===== src/pkg/ssi_reader_pkg.sv =====
// register map, field layout, timing constants and state types of the serial encoder reader
// How it works
// - Serial clock and encoder data both rest high while no transfer runs.
// - A position read sends a train of clock pulses to the encoder.
// - Each later rising edge brings the next lower bit; bits are collected in order.
// - Optional zero bit, then optional parity bit, follow the position bits.
// - After a full frame no new burst starts before the recovery time ends and data is high again; an aborted burst skips this.
// - Channel is a serial controller only with function select 01 and listen off.
// - In controller operation the clock pin is driven and data is sampled.
// - Bit count, coding, zero bit, parity sense, parity check, clock rate are settable.
// - A write to the data register starts one clock burst.
// - Parity is checked when enabled, Gray is turned to binary when selected.
// - On completion busy clears and the position is readable in the data register.
// - With the interrupt enabled, completion raises the interrupt.
// - The read error status bit always reads zero in controller operation.
// - Busy reads one for the whole transfer.
// - A multiple-channel read command also starts a transfer.
// - A pending completion shows as a status bit and is cleared by writing one.
package ssi_reader_pkg;

    // core clock
    localparam int CLK_HZ = 100_000_000;
    localparam int MAX_BITS = 32;

    // register word indices, byte address is four times the index
    localparam logic [5:0] IDX_CTRL   = 6'h00;
    localparam logic [5:0] IDX_DATA   = 6'h01;
    localparam logic [5:0] IDX_STATUS = 6'h02;
    localparam logic [5:0] IDX_GLOBAL = 6'h03;

    // status and global field positions
    localparam int STAT_BUSY     = 0;
    localparam int STAT_DONE     = 1;
    localparam int STAT_PAR_ERR  = 2;
    localparam int STAT_READ_ERR = 3;
    localparam int GLOB_MULTI    = 8;

    // function select value for serial controller operation
    localparam logic [1:0] FN_SSI = 2'h1;
    localparam logic [1:0] FN_RESET = 2'h0;

    // serial clock rates selected by clock_rate_sel, in kHz
    localparam int RATE0_KHZ = 1000;
    localparam int RATE1_KHZ = 500;
    localparam int RATE2_KHZ = 250;
    localparam int RATE3_KHZ = 125;
    localparam logic [15:0] HALF0 = 16'(CLK_HZ / (2 * RATE0_KHZ * 1000));
    localparam logic [15:0] HALF1 = 16'(CLK_HZ / (2 * RATE1_KHZ * 1000));
    localparam logic [15:0] HALF2 = 16'(CLK_HZ / (2 * RATE2_KHZ * 1000));
    localparam logic [15:0] HALF3 = 16'(CLK_HZ / (2 * RATE3_KHZ * 1000));

    // least encoder recovery time, rounded up to whole cycles
    localparam int RECOVERY_MIN_NS = 10_000;
    localparam int CLK_PERIOD_NS = 1_000_000_000 / CLK_HZ;
    localparam logic [15:0] RECOVERY_CYC = 16'((RECOVERY_MIN_NS + CLK_PERIOD_NS - 1) / CLK_PERIOD_NS);

    // per channel settings
    typedef struct packed {
        logic       listen_sel;
        logic       irq_enable;
        logic [1:0] clock_rate_sel;
        logic       bit_check_enable;
        logic       odd_even_sel;
        logic       extra_zero_bit;
        logic       gray_sel;
        logic [5:0] data_bit_count;
    } ctrl_t;

    localparam ctrl_t CTRL_RESET = '{data_bit_count: 6'h0D, default: '0};

    typedef enum logic [2:0] {
        PH_IDLE = 3'h0,
        PH_LO   = 3'h1,
        PH_HI   = 3'h3,
        PH_PROC = 3'h2,
        PH_REC  = 3'h6
    } phase_t;

    // whole state of the reader
    typedef struct packed {
        phase_t      phase;
        ctrl_t       ctrl;
        logic [1:0]  fn_sel;
        logic        start_pend;
        logic        busy;
        logic        done;
        logic        par_err;
        logic [15:0] timer;
        logic [5:0]  bits;
        logic [31:0] shift;
        logic        par_bit;
        logic [31:0] position;
        logic [1:0]  sync;
        logic        sclk;
        logic        sclk_oe;
        logic        ack;
        logic [31:0] dat_r;
        logic        irq;
    } state_t;

    localparam state_t STATE_RESET = '{phase: PH_IDLE, ctrl: CTRL_RESET, fn_sel: FN_RESET,
                                       sync: 2'h3, sclk: 1'b1, default: '0};

endpackage : ssi_reader_pkg


===== src/logic/ssi_encoder_reader.sv =====
// one serial encoder reader channel with a classic wishbone register slave
`timescale 1ns/1ps
module ssi_encoder_reader
    import ssi_reader_pkg::*;
#(
    parameter int DATA_W = 32
) (
    // system
    input  wire logic        clk,
    input  wire logic        rstn,
    // wishbone slave
    input  wire logic        wb_cyc,
    input  wire logic        wb_stb,
    input  wire logic        wb_we,
    input  wire logic [7:0]  wb_adr,
    input  wire logic [3:0]  wb_sel,
    input  wire logic [31:0] wb_dat_w,
    output logic      [31:0] wb_dat_r,
    output logic             wb_ack,
    // encoder link
    output logic             ssi_clk_out,
    output logic             ssi_clk_oe,
    input  wire logic        ssi_data_in,
    // completion event
    output logic             irq
);

    state_t cur;
    state_t next;
    logic   std_mode;
    logic   bus_req;
    logic   data_bit;

    // byte lane merge for register writes
    function automatic logic [31:0] merge(input logic [31:0] old_v, input logic [31:0] new_v,
                                          input logic [3:0] sel);
        logic [31:0] r;
        r = old_v;
        for (int i = 0; i < 4; i++) begin
            if (sel[i]) begin
                r[8*i +: 8] = new_v[8*i +: 8];
            end
        end
        return r;
    endfunction : merge

    // half period of the serial clock in core cycles
    function automatic logic [15:0] half_cycles(input logic [1:0] rate);
        case (rate)
            2'h0:    return HALF0;
            2'h1:    return HALF1;
            2'h2:    return HALF2;
            default: return HALF3;
        endcase
    endfunction : half_cycles

    // position bits actually clocked, kept between one and the data width
    function automatic logic [5:0] eff_bits(input logic [5:0] cnt);
        if (cnt == 6'h00) begin
            return 6'h01;
        end
        if (32'(cnt) > DATA_W) begin
            return 6'(DATA_W);
        end
        return cnt;
    endfunction : eff_bits

    // gray to binary, top bit kept, lower bits chained through xor
    function automatic logic [31:0] gray_to_bin(input logic [31:0] g);
        logic [31:0] b;
        b = g;
        for (int i = MAX_BITS - 2; i >= 0; i--) begin
            b[i] = b[i+1] ^ g[i];
        end
        return b;
    endfunction : gray_to_bin

    // total bits in one frame: position, optional zero bit, optional parity
    function automatic logic [5:0] frame_bits(input ctrl_t c);
        return 6'(eff_bits(c.data_bit_count) + 6'(c.extra_zero_bit) + 6'(c.bit_check_enable));
    endfunction : frame_bits

    // controller operation only with function 01 and listening off
    assign std_mode = (cur.fn_sel == FN_SSI) && !cur.ctrl.listen_sel;
    assign bus_req  = wb_cyc && wb_stb && !cur.ack;
    assign data_bit = cur.sync[1];

    // outputs straight from the state flip-flops
    assign wb_dat_r    = cur.dat_r;
    assign wb_ack      = cur.ack;
    assign ssi_clk_out = cur.sclk;
    assign ssi_clk_oe  = cur.sclk_oe;
    assign irq         = cur.irq;

    // next state
    always_comb begin
        logic        start;
        logic [5:0]  nb;
        logic [31:0] raw;
        logic [31:0] ctrl_w;
        start  = 1'b0;
        ctrl_w = merge(32'(cur.ctrl), wb_dat_w, wb_sel); // byte merged control word
        nb    = eff_bits(cur.ctrl.data_bit_count);
        raw   = cur.shift;
        next  = cur;

        // data pin passes two flip-flops before use
        next.sync = {cur.sync[0], ssi_data_in};
        next.ack  = 1'b0;

        // register access, one wait-free answer per request
        if (bus_req) begin
            next.ack   = 1'b1;
            next.dat_r = 32'h0000_0000;
            case (wb_adr[7:2])
                IDX_CTRL: begin
                    next.dat_r = 32'(cur.ctrl);
                    if (wb_we) begin
                        next.ctrl = ctrl_t'(ctrl_w[$bits(ctrl_t)-1:0]);
                    end
                end
                IDX_DATA: begin
                    next.dat_r = cur.position;
                    if (wb_we) begin
                        start = 1'b1;
                    end
                end
                IDX_STATUS: begin
                    next.dat_r[STAT_BUSY]     = cur.busy;
                    next.dat_r[STAT_DONE]     = cur.done;
                    next.dat_r[STAT_PAR_ERR]  = cur.par_err;
                    next.dat_r[STAT_READ_ERR] = 1'b0;
                    if (wb_we && wb_sel[0]) begin
                        if (wb_dat_w[STAT_DONE]) begin
                            next.done = 1'b0;
                        end
                        if (wb_dat_w[STAT_PAR_ERR]) begin
                            next.par_err = 1'b0;
                        end
                    end
                end
                IDX_GLOBAL: begin
                    next.dat_r[1:0] = cur.fn_sel;
                    if (wb_we) begin
                        if (wb_sel[0]) begin
                            next.fn_sel = wb_dat_w[1:0];
                        end
                        if (wb_sel[1] && wb_dat_w[GLOB_MULTI]) begin
                            start = 1'b1;
                        end
                    end
                end
                default: begin
                    next.dat_r = 32'h0000_0000; // unmapped reads zero, writes dropped
                end
            endcase
        end

        // accept a start only in controller operation and when not busy
        if (start && std_mode && !cur.busy) begin
            next.busy       = 1'b1;
            next.start_pend = 1'b1;
        end

        // clock pin is driven only in controller operation
        next.sclk_oe = std_mode;

        // burst sequencer
        case (cur.phase)
            PH_IDLE: begin
                next.sclk = 1'b1;
                if (cur.start_pend && !std_mode) begin
                    next.start_pend = 1'b0;
                    next.busy       = 1'b0;
                end else if (cur.start_pend) begin
                    // first falling edge latches the encoder position
                    next.start_pend = 1'b0;
                    next.sclk       = 1'b0;
                    next.timer      = half_cycles(cur.ctrl.clock_rate_sel) - 16'h0001;
                    next.bits       = 6'h00;
                    next.shift      = 32'h0000_0000;
                    next.par_bit    = 1'b0;
                    next.phase      = PH_LO;
                end
            end
            PH_LO: begin
                if (!std_mode) begin
                    next.sclk  = 1'b1;
                    next.busy  = 1'b0;
                    next.phase = PH_IDLE;
                end else if (cur.timer != 16'h0000) begin
                    next.timer = cur.timer - 16'h0001;
                end else begin
                    // rising edge, encoder shifts out its next bit
                    next.sclk  = 1'b1;
                    next.timer = half_cycles(cur.ctrl.clock_rate_sel) - 16'h0001;
                    next.phase = PH_HI;
                end
            end
            PH_HI: begin
                if (!std_mode) begin
                    next.busy  = 1'b0;
                    next.phase = PH_IDLE;
                end else if (cur.timer != 16'h0000) begin
                    next.timer = cur.timer - 16'h0001;
                end else if (cur.bits == frame_bits(cur.ctrl)) begin
                    next.phase = PH_PROC; // clock rests high after the last bit
                end else begin
                    // falling edge, the bit set up at the rising edge is taken
                    next.sclk  = 1'b0;
                    next.timer = half_cycles(cur.ctrl.clock_rate_sel) - 16'h0001;
                    next.bits  = cur.bits + 6'h01;
                    next.phase = PH_LO;
                    if (cur.bits < nb) begin
                        next.shift = {cur.shift[30:0], data_bit};
                    end else if (cur.ctrl.extra_zero_bit && cur.bits == nb) begin
                        next.shift = cur.shift;
                    end else begin
                        next.par_bit = data_bit;
                    end
                end
            end
            PH_PROC: begin
                // decode and check, then report completion
                next.position = cur.ctrl.gray_sel ? gray_to_bin(raw) : raw;
                if (cur.ctrl.bit_check_enable && ((^raw ^ cur.par_bit) != cur.ctrl.odd_even_sel)) begin
                    next.par_err = 1'b1;
                end
                next.busy  = 1'b0;
                next.done  = 1'b1;
                next.timer = RECOVERY_CYC - 16'h0001;
                next.phase = PH_REC;
            end
            PH_REC: begin
                // wait out the least recovery time, then for data to return high
                if (cur.timer != 16'h0000) begin
                    next.timer = cur.timer - 16'h0001;
                end else if (data_bit) begin
                    next.phase = PH_IDLE;
                end
            end
            default: begin
                next.phase = PH_IDLE;
                next.sclk  = 1'b1;
                next.busy  = 1'b0;
            end
        endcase

        // interrupt follows the pending completion when enabled
        next.irq = next.done && next.ctrl.irq_enable;
    end

    // state register
    always_ff @(posedge clk or negedge rstn) begin
        if (!rstn) begin
            cur <= STATE_RESET;
        end else begin
            cur <= next;
        end
    end

endmodule : ssi_encoder_reader


===== config.mk =====
export PLATFORM = sky130hd
export DESIGN_NAME = ssi_encoder_reader
export DESIGN_NICKNAME = d
export VERILOG_FILES = /design/src/pkg/ssi_reader_pkg.sv /design/src/logic/ssi_encoder_reader.sv
export SDC_FILE = /design/constraint.sdc
export NUM_CORES = 1
export LEC_CHECK = 0
export ABC_AREA = 1
export BUFFER_PORTS_ARGS = -buffer_cell sky130_fd_sc_hd__buf_2
export CORE_MARGIN = 2
export CORE_UTILIZATION = 60
export DETAILED_ROUTE_END_ITERATION = 6
export PLACE_DENSITY = 0.81
export SLEW_MARGIN = 5
export SYNTH_ARGS = -nofsm -noshare
export SYNTH_HDL_FRONTEND = slang
export SYNTH_SLANG_ARGS = --single-unit

===== constraint.sdc =====
create_clock -name clk -period 3.8 [get_ports clk]
set_input_delay 0 -clock clk [delete_from_list [all_inputs] [get_ports clk]]
set_output_delay 0 -clock clk [all_outputs]
set_load 0.01 [all_outputs]

==> results of run 1 <==
[per-layer routing]
layer	GRT usage	routed length, microns	vias to the layer above
met2	0.431	9100	294
met1	0.382	8760	3468
met4	0.0831	327	0
li1	-	-	3623
met5	0	0	-
met3	0.0466	1400	35
[logic make-up (layout without fill, tap and decap cells)]
logic type	count (synthesis)	after routing	share of synthesized area
mux	3	3	0.00395
xor+xnor	52	52	0.0542
simple gates	511	511	0.254
compound gates	180	180	0.125
buf+inv	182	244	0.0967
flops	148	148	0.434
other cells	2	2	0.000879
fa+ha+maj	21	21	0.0316
[where the power goes]
group | leakage (nW) | switching, mW | internal (mW)
clock | 0.283 | 0.693 | 0.968
sequential | 1.92 | 0.133 | 1.77
combinational | 2.50 | 1.08 | 0.548
total | 4.71 | 1.91 | 3.29
[tightest hold or removal path, delay by kind of cell]
family / cells / cell delay [ns]
buffers and inverters: 1 / 0.10
and+or+nand+nor: 3 / 0.25
AOI/OAI and AO/OA: 1 / 0.07
[placed cells by master (no fill, tap or decap), types with 3 or more instances in the layout]
cell type and n:
nand2_1 342, dfrtp_1 142, inv_1 109, o21ai_0 72, nor2_1 66, buf_2 62, nand3_1 60, a21oi_1 30
xor2_1 30, o21ai_1 23, xnor2_1 21, ha_1 20, a22oi_1 18, dlygate4sd3_1 18, clkbuf_16 17, buf_4 14
o31ai_1 11, nand4_1 9, nand3b_1 8, nor3_1 7, o221ai_1 7, dfstp_2 6, inv_2 5, nand2_2 4
nand2_4 4, clkinv_4 4, nor2_2 3, o211ai_1 3, o22ai_1 3, mux2_2 3, inv_6 3, clkbuf_8 3
[path summary, 6_finish.rpt]
path                                      startpoint              endpoint  slack (ns)  depth (start not counted)
worst max register to register  cur[135]$_DFFE_PN0P_   cur[75]$_DFFE_PN0P_        0.45                         17
worst max-delay path            cur[135]$_DFFE_PN0P_   cur[75]$_DFFE_PN0P_        0.45                         17
worst min-delay path                       wb_sel[0]  cur[129]$_DFFE_PN0P_        0.03                          5
min in group asynchronous                       rstn   cur[96]$_DFFE_PN0P_        0.27                          2
max in group asynchronous                       rstn  cur[133]$_DFFE_PN1P_        2.62                          3
worst min register to register     cur[36]$_DFF_PN1_     cur[37]$_DFF_PN1_        0.37                          0
[flip-flops by register name (all words and copies together) (netlist names)]
name and count:
irq 1, ssi_clk_out 1, ssi_clk_oe 1, wb_ack 1
wb_dat_r 32, cur 112
[cell type report]
| class | count | share of cell area |
|---|---|---|
| Sequential cell | 148 | 0.387 |
| Clock buffer | 21 | 0.0490 |
| Multi-Input combinational cell | 769 | 0.418 |
| Tap cell | 180 | 0.0235 |
| Inverter | 116 | 0.0454 |
| Timing Repair Buffer | 96 | 0.0654 |
| Clock inverter | 11 | 0.0123 |
[through the flow]
| step | total power [mW] | setup slack [ns] | cell area [sq um] | util | hold WS, ns |
|---|---|---|---|---|---|
| floorplan | 3.12 | 1.07 | 8540 | - | -0.296 |
| global placement | 3.47 | 0.595 | 8820 | 0.636 | 0.104 |
| detailed placement | 3.50 | 0.542 | 8820 | 0.636 | 0.107 |
| CTS | 5.19 | 0.494 | 9590 | 0.691 | 0.0160 |
| global route | 5.53 | 0.188 | 9590 | 0.691 | 0.0592 |
| finish | 5.20 | 0.453 | 9590 | 0.691 | 0.0289 |
[repair_timing]
action                                  CTS  global route
hold buffers                             18             0
hold endpoints to repair                118             0
endpoints found under the setup margin    0             0
resized for setup                         0             0
==> summary.md, run 1 <==
| Metric | Value |
|---|---|
| Highest clock rate | 299 MHz |
| First-pass GRT wire length | 32.4 mm |
| Worst-Margin Slew | 0.944 ns |
| Ranking of synthesized cells by area | dfrtp_1 42%, nand2_1 15%, inv_1 4.8%, o21ai_0 4.2%, nand3_1 3.5% |
| Most numerous cell in the Yosys netlist | nand2_1 |
| Register cell area after layout | 3710 sq um |
| Detailed placer's ending HPWL | 13.0 mm |
| Area occupied by multi-input gates | 4010 sq um |
| Cell occurring most often along the worst timing path | inv_1 |
| Post-synth top area cell | dfrtp_1 |
| Row count | 43 |
| Die extent in y | 123 microns |
| Final-report max-slew violation count | 0 |
| Maximum fanout along the worst path | 36 |
| Cell family contributing the most delay on the critical path | simple AND/OR/NAND/NOR gates |
| DRC viols | 0 |
| Number of instances in the synthesized netlist | 1099 |
| Final weighted congestion of routability-driven global placement | 0.850 |
| Leakage power of the design | 4.71 nW |
| CTS HTree Levels | 4 |
| #FFs+latches synth | 148 |
| Fraction of layout instances using a drive strength above 1 | 0.125 |
| Overall die width | 123 microns |
| Worst-path clk slew | 0.07 ns |
| Post-route clock skew | 0.0109 ns |
| Share of the clock period used by the worst path after layout | 0.881 |
| Global-route usage over all layers | 0.271 |
| Mean instance size in the synthesized netlist | 7.77 sq um |
| Proportion of synthesized chip area in sequential cells | 0.434 |
| Pwr/cell area | 542 nW/um^2 |
| Critical-path top delay cell | dfrtp_1 |
| Worst endpoint required time | 4.14 ns |
| Avg WL per Cell | 14.6 microns |
| Starting Density | 0.615 |
| Average via count per standard cell | 5.53 |
| Synth cell types | 51 |
| Min cycle time layout | 3.35 ns |
| Maximum cell stage delay along the critical path | 0.38 ns |
| Type of the worst min-delay path | in2reg |
| Clock insertion delay at the later pin of the skew report | 0.42 ns |
| Vias in the first global route | 6740 |
| # diodes | 0 |
| Setup TNS Final | 0 ns |
| Unrepaired setup endpoints after global routing | no |
| Worst Setup Start Kind | flip-flop |
| Non-filler instance count after layout | 1341 |
| Buf+Inv Stages, Crit Path | 4 |
| Count of endpoints failing hold in the final timing report | 0 |
| Synthesized cell area | 8540 sq um |
| CP Data Arrival Time | 3.69 ns |
| Number of buffers created by CTS | 17 |
| Count of boundary I/O pins | 86 |
| Number of synthesized flops with an enable pin | 0 |
| DR vias | 7420 |
| Synth top cells by count | 342 x nand2_1, 142 x dfrtp_1, 109 x inv_1 |
| Maximum number of pins on one net before global-route repair | 104 |
| Top FF cell, synth | dfrtp_1 |
| Max-cap violations | 0 |
| Relative slew slack | 0.371 |
| Worst Setup Path Type | reg2reg |
| Remaining number of nets flagged by the antenna check after routing | 0 |
| Setup violators final | 0 |
| # nets final | 1219 |
| Synth-to-layout area growth | 12.3% |
| Routed wire length | 19.6 mm |
| Die footprint | 15200 sq um |
| Initial DRC Count | 704 |
| Outcome | complete, no violations |
| Number of antenna violations at the first check in global routing | 0 |
| Number of fill cells in the layout | 1080 |
| Number of placed cells counting well taps | 1291 |
| CP Cell Sequence | inv_2, nand4_2, a21oi_1, inv_1, fa_1, inv_1, ha_1, nand4_1, xor2_1, nor2_1, nand3b_1, nor2_2, nand3_4, nand2_4, buf_4, nand2_1, o21ai_1 |
| Net count after synthesis | 1170 |
| Worst ir drop on vdd | 0.000494 V |
| Buffers added on ports | 63 |
| Share of flip-flops with an asynchronous set or reset after synthesis | 1.00 |
| Detailed Routing Iterations Pass 1 | 6 |
| Root buffer cell | clkbuf_16 |
| Area share of the largest cell type after synthesis | 0.416 |
| Sink Count | 148 |
| Core area | 13900 sq um |
| Warnings, synthesis | 0 |
| Buffers inserted by post-CTS timing repair | 0 |
| Crit end category | flip-flop |
| Clock Path Buffers | 2 |
| CTS tree | built |
| Total congestion overflow | 0 |
Note: power is estimated with default switching activity, not from simulation.
==> inputs of run 2 (changes only) <==
CORE_MARGIN = 4   (was 2)
PLACE_DENSITY = 0.8   (was 0.81)
==> run 2 against run 1 <==
Against the previous run:
- register-to-register slack about the same
- cell count about the same
- maximum frequency decreased by 0.13%
- non-clock buffer count decreased by 1
- sequential share of layout area increased by 0.14 points
- critical path type unchanged
==> summary.md, run 2 (synthesis gave the netlist of run 1 again) <==
| Metric | Value |
|---|---|
| Min cycle time layout | 3.35 ns (+0.00445 ns) |
| Clock insertion delay at the later pin of the skew report | 0.43 ns (about the same) |
| CTS HTree Levels | 4 (unchanged) |
| Non-filler instance count after layout | 1340 (-0.075%) |
| Die extent in y | 127 microns (+3.2%) |
| Detailed placer's ending HPWL | 13.6 mm (+4.7%) |
| Detailed Routing Iterations Pass 1 | 5 (-1) |
| Type of the worst min-delay path | in2reg |
| Launch point of the critical path | cur[135]$_DFFE_PN0P_ |
| Outcome | complete, no violations |
| Final weighted congestion of routability-driven global placement | 0.848 (-0.28%) |
| Fraction of layout instances using a drive strength above 1 | 0.123 (-0.00162) |
| Overall die width | 127 microns (+3.2%) |
| Highest clock rate | 298 MHz (-0.13%) |
| Routed wire length | 19.9 mm (+1.5%) |
| Max-cap violations | 0 (unchanged) |
| Count of boundary I/O pins | 86 (unchanged) |
| Setup TNS Final | 0 ns (unchanged) |
| Setup violators final | 0 (unchanged) |
| # diodes | 0 (unchanged) |
| R2r endpoint | cur[101]$_DFFE_PN0P_ |
| Most common cell after layout, fill and taps aside | nand2_1 |
| Total length of routed met3 wires | 1.47 mm (+5.4%) |
| Die footprint | 16200 sq um (+6.6%) |
| Core area | 13900 sq um (+0.39%) |
| Avg WL per Cell | 14.8 microns (+1.6%) |
| Share of the clock period used by the worst path after layout | 0.882 (+0.00117) |
| Total number of cells along the worst setup path | 17 (unchanged) |
| Pwr/cell area | 535 nW/um^2 (-1.2%) |
| Metal2 WL | 9.03 mm (-0.76%) |
| Count of endpoints failing hold in the final timing report | 0 (unchanged) |
| Starting Density | 0.613 (-0.00238) |
| Remaining number of nets flagged by the antenna check after routing | 0 (unchanged) |
| Worst Setup Start Kind | flip-flop |
| Maximum cell stage delay along the critical path | 0.39 ns (about the same) |
| # nets final | 1218 (-0.082%) |
| Root buffer cell | clkbuf_16 |
| Unrepaired setup endpoints after global routing | no |
| Maximum number of pins on one net before global-route repair | 88 (-15%) |
| Worst endpoint required time | 4.14 ns (about the same) |
| Vias in the first global route | 7016 (+4.1%) |
| Critical-path top delay cell | fa_1 |
| Worst R2R Setup Slack | 0.45 ns (about the same) |
| First-pass GRT wire length | 33.5 mm (+3.4%) |
| Largest register FFs | 112 (unchanged) |
| Top Metal Used | met4 |
| Area occupied by multi-input gates | 4010 sq um (unchanged) |
| Clock Path Buffers | 2 (unchanged) |
| Number of placed cells counting well taps | 1289 (-0.15%) |
| DRC viols | 0 (unchanged) |
| Number of fill cells in the layout | 1061 (-1.8%) |
| Worst Setup EP | cur[101]$_DFFE_PN0P_ |
| Sum of routed wire segments on met1 | 8.85 mm (+1.0%) |
| Relative slew slack | 0.414 (+0.0436) |
| Register cell area after layout | 3710 sq um (unchanged) |
| Crit end category | flip-flop |
| DR vias | 7425 (+0.067%) |
| Number of buffers created by CTS | 17 (unchanged) |
| Leakage power of the design | 4.69 nW (-0.39%) |
| Final-report max-slew violation count | 0 (unchanged) |
| Post-route clock skew | 0.00680 ns (-0.00413 ns) |
| Cell occurring most often along the worst timing path | inv_1 |
| Global-route usage over all layers | 0.255 (-0.0159) |
| Buffers added on ports | 63 (unchanged) |
| Row count | 43 (unchanged) |
| Sink Count | 148 (unchanged) |
| Crit Reg-Reg Startpoint | cur[135]$_DFFE_PN0P_ |
| Average via count per standard cell | 5.54 (+0.14%) |
| Worst-Margin Slew | 0.876 ns (-0.0678 ns) |
| CP Data Arrival Time | 3.69 ns (about the same) |
| Number of antenna violations at the first check in global routing | 0 (unchanged) |
| Buf+Inv Stages, Crit Path | 4 (unchanged) |
| Synth-to-layout area growth | 11.9% |
| Post-Place Setup Slack | 0.493 ns (-0.0493 ns) |
| Number of cell instances on the worst register-to-register path | 17 (unchanged) |
| Top library cells by usage in the layout, fill and taps aside | 342 x nand2_1, 142 x dfrtp_1, 109 x inv_1 |
| Worst-path clk slew | 0.06 ns (about the same) |
| Worst ir drop on vdd | 0.000356 V (-28%) |
| Total congestion overflow | 0 (unchanged) |
| CTS tree | built |
| Register with the most flip-flops | cur |
| Maximum fanout along the worst path | 35 (-2.8%) |
| CP Cell Sequence | inv_2, nand4_2, a21oi_1, inv_1, fa_1, inv_1, ha_1, nand4_1, xor2_1, nor2_1, nand3b_1, nor2_2, nand3_4, nand2_4, buf_12, nand2_1, o21ai_0 |
| Cell family contributing the most delay on the critical path | simple AND/OR/NAND/NOR gates |
| Worst Setup Path Type | reg2reg |
| Initial DRC Count | 552 (-22%) |
| Worst setup margin | 0.448 ns (-0.00445 ns) |
-- run 2: cell count changes in the layout (fill, tap and decap cells not counted) --
| cell | before | now |
|---|---|---|
| clkinv_2 | 0 | 1 |
| clkinv_4 | 4 | 1 |
| buf_12 | 1 | 2 |
| inv_6 | 3 | 8 |
| clkbuf_8 | 3 | 0 |
| bufinv_16 | 1 | 0 |
| clkinvlp_4 | 2 | 3 |
| dlygate4sd3_1 | 18 | 19 |
| buf_4 | 14 | 11 |
-- run 2: layout make-up --
| type | count | area share |
|---|---|---|
| inverter | 116 | 0.0456 |
| multi-input combinational | 769 | 0.419 |
| tap | 180 | 0.0236 |
| clock inverter | 14 | 0.0123 |
| timing repair buffer | 95 | 0.0664 |
| clock buffer | 18 | 0.0449 |
| sequential | 148 | 0.388 |
-- run 2: what timing repair did --
item,4_1_cts,5_1_grt
setup buffers,0,0
setup endpoints to repair,0,0
gates resized for setup,0,0
hold buffers,19,0
endpoints found under the hold margin,100,0
-- run 2: worst min-delay path by stage --
stage	endpoint	slack (ns)	cells after the start	startpoint
after floorplan	cur[100]$_DFFE_PN0P_	-0.30	0	rstn
after global placement	cur[97]$_DFFE_PN0P_	0.11	1	rstn
after detailed placement	cur[36]$_DFF_PN1_	0.11	1	ssi_data_in
after CTS	cur[129]$_DFFE_PN0P_	0.03	5	wb_we
after global routing	cur[129]$_DFFE_PN0P_	0.09	5	wb_we
final	cur[129]$_DFFE_PN0P_	0.05	5	wb_we
-- run 2: routing by layer --
metal	track usage	up-vias
li1	-	3624
met1	0.359	3468
met2	0.398	288
met3	0.0523	45
met4	0.0877	0
met5	0	-
-- run 2: power breakdown --
part           switching (mW)  internal (mW)
clock                   0.724          0.855
sequential              0.130           1.77
combinational            1.08          0.553
total                    1.94           3.18
-- run 2: tightest hold or removal path: cells and delay by family --
family	cells	cell delay [ns]
buffers and inverters	1	0.12
AND/OR/NAND/NOR	3	0.24
AO/OA/AOI/OAI	1	0.08
-- run 2: stage by stage --
| stage | instance area (sq um) | util | power, mW | hold WS, ns |
|---|---|---|---|---|
| global placement | 8820 | 0.633 | 3.48 | 0.105 |
| global route | 9560 | 0.686 | 5.43 | 0.0876 |
| detailed placement | 8820 | 0.633 | 3.52 | 0.107 |
| floorplan | 8540 | - | 3.12 | -0.296 |
| CTS | 9560 | 0.686 | 5.11 | 0.0294 |
| finish | 9560 | 0.686 | 5.12 | 0.0474 |
